File: config.mk
export PLATFORM = sky130hd
export DESIGN_NAME = otc_trim_ctrl
export DESIGN_NICKNAME = d
export VERILOG_FILES = /design/src/otc_pkg.sv /design/src/otc_trim_ctrl.sv
export SDC_FILE = /design/constraint.sdc
export NUM_CORES = 1
export LEC_CHECK = 0
export BUFFER_PORTS_ARGS = -buffer_cell sky130_fd_sc_hd__buf_2
export CORE_ASPECT_RATIO = 2
export CORE_MARGIN = 3
export CORE_UTILIZATION = 50
export CTS_CLUSTER_SIZE = 30
export DETAILED_ROUTE_END_ITERATION = 12
export GPL_TIMING_DRIVEN = 0
export PLACE_DENSITY_LB_ADDON = 0.15
export SLEW_MARGIN = 20
export SYNTH_ARGS = -nofsm -noshare
export SYNTH_HDL_FRONTEND = slang
export SYNTH_SLANG_ARGS = --single-unit
File: constraint.sdc
create_clock -name clk -period 3.7 [get_ports clk]
set_input_delay 0.185 -clock clk [delete_from_list [all_inputs] [get_ports clk]]
set_output_delay 0.185 -clock clk [all_outputs]
set_load 0.05 [all_outputs]
File: src/otc_pkg.sv
/*
  Constants and carrier types for the oscillator trim control block.
  Assumes a byte-wide special function register port on the system clock.
*/
package otc_pkg;

  // ----------------------------------------------------------------
  // Register offsets
  // ----------------------------------------------------------------
  localparam logic [7:0] OTC_ADDR_TRIM_LOW = 8'hf2;   // Trim value bits 7..0
  localparam logic [7:0] OTC_ADDR_TRIM_HIGH = 8'hf3;  // Trim value bits 9..8
  localparam logic [7:0] OTC_ADDR_COMMIT = 8'hf4;     // Write-only command

  // ----------------------------------------------------------------
  // Fields, codes and reset values
  // ----------------------------------------------------------------
  localparam int OTC_TRIM_W = 10;                     // Trim value width
  localparam int OTC_SECT_LSB = 7;                    // Section select low bit
  localparam logic [7:0] OTC_CMD_START = 8'h3c;       // Commit start code
  localparam logic [7:0] OTC_RESET_BYTE = 8'h00;      // Register reset value
  localparam logic [9:0] OTC_TRIM_RESET = 10'h000;    // Trim reset value
  localparam logic [9:0] OTC_CAL_DEFAULT = 10'h200;   // Plain default calibration

  // ----------------------------------------------------------------
  // Types
  // ----------------------------------------------------------------
  // Register port request from software
  typedef struct packed {
    logic [7:0] addr;
    logic [7:0] wdata;
    logic wr;
    logic rd;
  } otc_req_t;

  // Power-on sequencing states, Gray coded
  typedef enum logic [1:0] {
    OTC_ST_LOAD = 2'b00,
    OTC_ST_RUN = 2'b01
  } otc_state_t;

endpackage

File: src/otc_trim_ctrl.sv
/*
  Oscillator trim control: holds a 10-bit trim value, loads the stored
  calibration after reset and applies the trim to the oscillator on a commit.
  Assumes a single system clock, an asynchronous power-on reset and a
  software master on the plain register port (read data one cycle later).
  Outputs are all registered; the register port never makes the master wait.
  The option input is a static build setting on the same clock as the port.
*/
// Strobed register access was chosen for this implementation.
`timescale 1ns/100ps
`default_nettype none

module otc_trim_ctrl
  import otc_pkg::*;
(
  // Clock and reset
  input wire logic clk,
  input wire logic reset,
  // Build-time option and stored calibration
  input wire logic trim_feature_option,
  input wire logic [9:0] stored_calibration,
  // Register port
  input wire otc_req_t reg_req,
  output logic [7:0] reg_rdata,
  // Oscillator side
  output logic [9:0] osc_trim_q,
  output logic [2:0] osc_section_q,
  output logic commit_pulse_q
);

  // ----------------------------------------------------------------
  // State
  // ----------------------------------------------------------------
  // The load state lasts exactly one cycle after release
  otc_state_t state_q;                 // Power-on sequencing
  logic [9:0] oscillator_trim_value_q; // Software-visible trim
  logic commit_d;                      // Accepted commit this cycle

  // Decode a write to one address
  // Shared by the register writes, the commit decode and the checks
  function automatic logic wr_hit(input otc_req_t r, input logic [7:0] a);
    return r.wr && (r.addr == a);
  endfunction

  // ----------------------------------------------------------------
  // Power-on load sequence
  // ----------------------------------------------------------------
  // One cycle after release leaves the load state
  always_ff @(posedge clk or posedge reset) begin
    if (reset) begin
      // Reset parks in the load state
      state_q <= OTC_ST_LOAD;
    end else begin
      // Every later edge stays in run
      state_q <= OTC_ST_RUN;
    end
  end

  // ----------------------------------------------------------------
  // Trim value register
  // ----------------------------------------------------------------
  // Calibration captured after release, then software owns it
  always_ff @(posedge clk or posedge reset) begin
    if (reset) begin
      oscillator_trim_value_q <= OTC_TRIM_RESET;
    end else if (state_q == OTC_ST_LOAD) begin
      // Load cycle takes the stored calibration
      oscillator_trim_value_q <= stored_calibration;
    end else begin
      // Software writes, either byte order, option ignored here
      if (wr_hit(reg_req, OTC_ADDR_TRIM_LOW)) begin
        oscillator_trim_value_q[7:0] <= reg_req.wdata;
      end
      if (wr_hit(reg_req, OTC_ADDR_TRIM_HIGH)) begin
        oscillator_trim_value_q[9:8] <= reg_req.wdata[1:0];
      end
    end
  end

  // ----------------------------------------------------------------
  // Commit decode
  // ----------------------------------------------------------------
  // Only the start code with the option set commits; other codes dropped
  // Decoded from the live request so the trim moves on the taking edge
  always_comb begin
    commit_d = wr_hit(reg_req, OTC_ADDR_COMMIT) && (reg_req.wdata == OTC_CMD_START)
               && trim_feature_option && (state_q == OTC_ST_RUN);
  end

  // ----------------------------------------------------------------
  // Oscillator trim output
  // ----------------------------------------------------------------
  // Applied trim takes the calibration at power-on and the software value at each commit
  always_ff @(posedge clk or posedge reset) begin
    if (reset) begin
      osc_trim_q <= OTC_TRIM_RESET;
      osc_section_q <= OTC_TRIM_RESET[OTC_TRIM_W-1:OTC_SECT_LSB];
      commit_pulse_q <= 1'b0;
    end else begin
      // Pulse marks each accepted commit for one cycle
      commit_pulse_q <= commit_d;
      if (state_q == OTC_ST_LOAD) begin
        // Load cycle mirrors the calibration
        osc_trim_q <= stored_calibration;
        osc_section_q <= stored_calibration[OTC_TRIM_W-1:OTC_SECT_LSB];
      end else if (commit_d) begin
        // Commit copies the software value
        osc_trim_q <= oscillator_trim_value_q;
        osc_section_q <= oscillator_trim_value_q[OTC_TRIM_W-1:OTC_SECT_LSB];
      end
    end
  end

  // ----------------------------------------------------------------
  // Read data
  // ----------------------------------------------------------------
  // Data valid only in the cycle after the read strobe
  always_ff @(posedge clk or posedge reset) begin
    if (reset) begin
      reg_rdata <= OTC_RESET_BYTE;
    end else if (reg_req.rd) begin
      // Read strobe returns the addressed byte
      case (reg_req.addr)
        OTC_ADDR_TRIM_LOW: reg_rdata <= oscillator_trim_value_q[7:0];
        OTC_ADDR_TRIM_HIGH: reg_rdata <= {6'h00, oscillator_trim_value_q[9:8]};
        OTC_ADDR_COMMIT: reg_rdata <= OTC_RESET_BYTE;
        default: reg_rdata <= OTC_RESET_BYTE;
      endcase
    end else begin
      // Without a read the port rests at zero
      reg_rdata <= OTC_RESET_BYTE;
    end
  end

  // ----------------------------------------------------------------
  // Checks
  // ----------------------------------------------------------------
  // Reset disables every check; the load cycle is watched by name
  chk_commit_applies: assert property (@(posedge clk) disable iff (reset)
    commit_d |=> (osc_trim_q == $past(oscillator_trim_value_q)) && commit_pulse_q)
    else $error("commit did not apply trim");
  chk_option_gates: assert property (@(posedge clk) disable iff (reset)
    !trim_feature_option |=> !commit_pulse_q)
    else $error("commit while option off");
  chk_bad_code_ignored: assert property (@(posedge clk) disable iff (reset)
    (reg_req.wr && reg_req.addr == OTC_ADDR_COMMIT && reg_req.wdata != OTC_CMD_START) |=> !commit_pulse_q)
    else $error("reserved code committed");
  chk_cmd_reads_zero: assert property (@(posedge clk) disable iff (reset)
    (reg_req.rd && reg_req.addr == OTC_ADDR_COMMIT) |=> reg_rdata == 8'h00)
    else $error("command register read nonzero");
  chk_high_read: assert property (@(posedge clk) disable iff (reset)
    (reg_req.rd && reg_req.addr == OTC_ADDR_TRIM_HIGH) |=> reg_rdata[7:2] == 6'h00
      && reg_rdata[1:0] == $past(oscillator_trim_value_q[9:8]))
    else $error("high trim read wrong");
  chk_low_write: assert property (@(posedge clk) disable iff (reset)
    (state_q == OTC_ST_RUN && wr_hit(reg_req, OTC_ADDR_TRIM_LOW))
      |=> oscillator_trim_value_q[7:0] == $past(reg_req.wdata))
    else $error("low trim write lost");
  chk_power_load: assert property (@(posedge clk) disable iff (reset)
    state_q == OTC_ST_LOAD |=> oscillator_trim_value_q == $past(stored_calibration)
      && osc_trim_q == $past(stored_calibration))
    else $error("calibration not loaded");
  chk_section_match: assert property (@(posedge clk) disable iff (reset)
    osc_section_q == osc_trim_q[9:7])
    else $error("section does not match trim");
  chk_trim_holds: assert property (@(posedge clk) disable iff (reset)
    (state_q == OTC_ST_RUN && !commit_d) |=> $stable(osc_trim_q))
    else $error("trim changed without commit");

  // Register port, power-on and option checks
  chk_high_write: assert property (@(posedge clk) disable iff (reset)
    (state_q == OTC_ST_RUN && wr_hit(reg_req, OTC_ADDR_TRIM_HIGH))
      |=> oscillator_trim_value_q[9:8] == $past(reg_req.wdata[1:0]))
    else $error("high trim write lost");
  chk_low_read: assert property (@(posedge clk) disable iff (reset)
    (reg_req.rd && reg_req.addr == OTC_ADDR_TRIM_LOW)
      |=> reg_rdata == $past(oscillator_trim_value_q[7:0]))
    else $error("low trim read wrong");
  chk_rdata_idle: assert property (@(posedge clk) disable iff (reset)
    !reg_req.rd |=> reg_rdata == OTC_RESET_BYTE)
    else $error("read data not idle");
  chk_unmapped_zero: assert property (@(posedge clk) disable iff (reset)
    (reg_req.rd && reg_req.addr != OTC_ADDR_TRIM_LOW && reg_req.addr != OTC_ADDR_TRIM_HIGH)
      |=> reg_rdata == OTC_RESET_BYTE)
    else $error("unmapped read nonzero");
  chk_trim_untouched: assert property (@(posedge clk) disable iff (reset)
    (state_q == OTC_ST_RUN && !wr_hit(reg_req, OTC_ADDR_TRIM_LOW) && !wr_hit(reg_req, OTC_ADDR_TRIM_HIGH))
      |=> $stable(oscillator_trim_value_q))
    else $error("trim register changed unwritten");
  chk_load_once: assert property (@(posedge clk) disable iff (reset)
    state_q == OTC_ST_RUN |=> state_q == OTC_ST_RUN)
    else $error("load state entered twice");
  chk_refused_holds: assert property (@(posedge clk) disable iff (reset)
    (state_q == OTC_ST_RUN && !trim_feature_option) |=> $stable(osc_trim_q))
    else $error("trim moved with option off");

  // Commit source check
  chk_pulse_needs_cmd: assert property (@(posedge clk) disable iff (reset)
    commit_pulse_q |-> $past(wr_hit(reg_req, OTC_ADDR_COMMIT) && reg_req.wdata == OTC_CMD_START
      && trim_feature_option))
    else $error("pulse without start code");

  // ----------------------------------------------------------------
  // Coverage of the main scenarios
  // ----------------------------------------------------------------
  cov_commit: cover property (@(posedge clk) disable iff (reset) commit_pulse_q);
  cov_refused: cover property (@(posedge clk) disable iff (reset)
    wr_hit(reg_req, OTC_ADDR_COMMIT) && !trim_feature_option);
  cov_write_commit: cover property (@(posedge clk) disable iff (reset)
    wr_hit(reg_req, OTC_ADDR_TRIM_HIGH) ##[1:4] commit_d);
  cov_bad_code: cover property (@(posedge clk) disable iff (reset)
    wr_hit(reg_req, OTC_ADDR_COMMIT) && reg_req.wdata != OTC_CMD_START);
  cov_power_load: cover property (@(posedge clk) disable iff (reset)
    state_q == OTC_ST_LOAD ##1 state_q == OTC_ST_RUN);

endmodule // otc_trim_ctrl

`default_nettype wire

==> flow_summary_export.csv <==
group,metric,value,unit
logic_synthesis,netlist.area_leader.share,53.0,%
timing,final.min_clock_period,1.67,ns
logic_synthesis,synthesis.nets,143,
timing,worst_slew_pin_slew,0.738,ns
drt,wirelength,3110,um
die,die_w,43.6,um
clock_tree,clk_path_buf_depth,2,
setup_path,cp_cell_sequence,"buf_1 -> mux2_2 -> mux2_2",
clock_tree,cts_root_buf,"clkbuf_8",
clock_tree,cts_setup_buffers,0,
global_routing,grt-ovfl-total,0,
logic_synthesis,synth_warnings,0,
final_layout,fin_area,0.00180,mm^2
final_layout,antennaDiodeCount,0,
die,rows,26,
timing,skew,0.00151,ns
logic_synthesis,syn_area_per_cell,12.6,um^2
setup_path,cpPeakStageDelay,0.46,ns
setup_path,startpoint_type,"register",
timing,drv_slew,0,
timing,whs,-0.0187,ns
placement,placed_area,0.00171,mm^2
logic_synthesis,syn_area,0.00142,mm^2
logic_synthesis,synth_seq_cells,30,
final_layout,nNetsFinal,202,
die,initial_core_util,53.8,%
timing,setup_viol,0,
die,die-area,0.00355,mm^2
global_routing,grt_pass1_wl,5080,um
drt,dr.first_iter.drc_count,7,
logic_synthesis,synth_area_leaders,"dfrtp_1, mux2_2, mux2i_1, a21oi_1, nor2_1",
timing,rsz0062_at_grt,"no",
logic_synthesis,synth_cell_type_count,19,
die,core_region_area,0.00264,mm^2
global_routing,first_global_vias,1077,
flow_run,cap_violations,0,
clock_tree,cts_made_buffers,5,
outcome,status,"finished with violations",
clock_tree,cts_tree,"done",
die,ios,53,
worst_hold_path,hold_class,"in -> async",
final_layout,drive_gt1_share,51.2,%
die,die_h,81.3,um
global_routing,grt_max_degree,31,
clock_tree,cts.sinks,30,
clock_tree,cts_htree_levels,2,
drt,drc,0,
clock_tree,cts_hold_buffers,0,
setup_path,critPathSlowestCell,"buf_1",
drt,vias,1052,
logic_synthesis,seq_area_frac_synth,53.0,%
power,p_leak,0.853,nW
setup_path,crit_path_max_fanout,10,
timing,hold_viol,30,
drt,first_pass_iters,4,
timing,max_freq,0.600,GHz
logic_synthesis,synth_cells,112,
placement,hpwl,2390,um
setup_path,ff2ff_setup_slack,2.03,ns
setup_path,arrival,1.83,ns
final_layout,fin_util,68.4,%
setup_path,required,3.86,ns
setup_path,cp-end-kind,"register",
final_layout,syn_to_final_growth,27.3,%
drt,ant_nets,0,
timing,slew_headroom,50.4,%
global_routing,antenna_found_initial,0,
timing,fin_tns_setup,0,ns
clock_tree,clock_latency,0.28,ns
setup_path,path_class,"reg -> reg",
global_routing,track_usage,19.8,%
logic_synthesis,synth_area_leader_cell,"dfrtp_1",
drt,wl_per_cell,15.5,um
power,power.density,435,mW/mm^2
final_layout,nFillCells,201,
outcome,failed_checks,"hold timing",
timing,post-route-period-util,45.0,%
placement,gp_congestion,0.762,
power,ir_drop,0.289,mV
drt,viasPerCell,5.26,
clock_tree,clkTransAtPathRegs,0.06,ns
placement,port_buffers,52,
setup_path,cp_common_cell,"mux2_2",
clock_tree,cts_resized,0,
logic make-up after synthesis:
logic type,share of synthesized area [%]
other,0.265
buffers and inverters,3.44
AND/OR/NAND/NOR,15.4
AO/OA/AOI/OAI,3.53
flip-flops,53.0
multiplexers,24.4
power breakdown:
part / switching, mW / internal [mW]
logic: 0.0965 / 0.0541
registers: 0.0145 / 0.350
clock network: 0.120 / 0.150
total: 0.231 / 0.554
cell type report:
| type | instances | area, um^2 | area share (%) |
|---|---|---|---|
| multi-input combinational | 74 | 617 | 34.2 |
| timing repair buffer | 52 | 260 | 14.4 |
| clock buffer | 7 | 86.3 | 4.79 |
| inverter | 1 | 3.75 | 0.208 |
| buffer | 7 | 45.0 | 2.50 |
| clock inverter | 1 | 5.00 | 0.278 |
| tap | 28 | 35.0 | 1.94 |
| sequential | 30 | 751 | 41.6 |
per-stage QoR:
| step | instances | power, mW | hold WS, ns | worst slack [ns] |
|---|---|---|---|---|
| global placement | 192 | 0.517 | 0.441 | 1.88 |
| detailed placement | 192 | 0.522 | 0.451 | 1.86 |
| global route | 200 | 0.817 | 0.0269 | 1.90 |
| finish | 200 | 0.785 | -0.0187 | 2.03 |
| floorplan | 112 | 0.471 | 0.258 | 2.11 |
| CTS | 200 | 0.794 | 0.152 | 2.00 |
cells in the mapped netlist:
cell / number
dfrtp_1: 30
mux2_2: 20
mux2i_1: 12
nor2_1: 12
a21oi_1: 10
and2_1: 6
buf_4: 3
nand3_1: 3
clkbuf_1: 2
nand3b_1: 2
nor4_1: 2
nor4_4: 2
nor4b_1: 2
buf_1: 1
buf_6: 1
conb_1: 1
inv_1: 1
nand4_4: 1
or3_4: 1
worst max-delay path: cells and delay by family, from the launching register on:
| kind | cells | cell delay [ns] |
|---|---|---|
| flip-flops | 1 | 0.43 |
| multiplexers | 2 | 0.65 |
| buffers and inverters | 1 | 0.46 |
registers in the layout, indices dropped and copies added, names as in the netlist:
name / count
state_q: 1
osc_trim_q: 10
commit_pulse_q: 1
oscillator_trim_value_q: 10
reg_rdata: 8
cells in the final DEF (no fill, tap or decap), drive strengths merged, types with 3 or more instances in the layout:
cell type,synthesis,routed
a21oi,10,10
mux2i,12,12
buf,5,57
nor2,12,12
dfrtp,30,30
mux2,20,20
nand3,3,3
nor4,4,4
clkbuf,2,9
and2,6,6
layer usage:
metal | GRT usage [%] | share of wire, %
met5 | 0 | 0
met4 | 10.9 | 2.3
met3 | 5.54 | 7.3
met2 | 32.6 | 53
met1 | 22.3 | 37
path summary, 6_finish.rpt:
| check | start | to | depth (start not counted) |
|---|---|---|---|
| max | state_q[0]$_DFF_PP0_ | osc_trim_q[0]$_DFFE_PP0P_ | 3 |
| min | reset | reg_rdata[2]$_DFF_PP0_ | 2 |
| max reg2reg | state_q[0]$_DFF_PP0_ | osc_trim_q[0]$_DFFE_PP0P_ | 3 |
| min reg2reg | oscillator_trim_value_q[7]$_DFFE_PP0P_ | reg_rdata[7]$_DFF_PP0_ | 1 |
| max in group asynchronous | reset | osc_trim_q[9]$_DFFE_PP0P_ | 2 |
| min in group clk | stored_calibration[1] | oscillator_trim_value_q[1]$_DFFE_PP0P_ | 3 |
(Power assumes the default switching activity.)
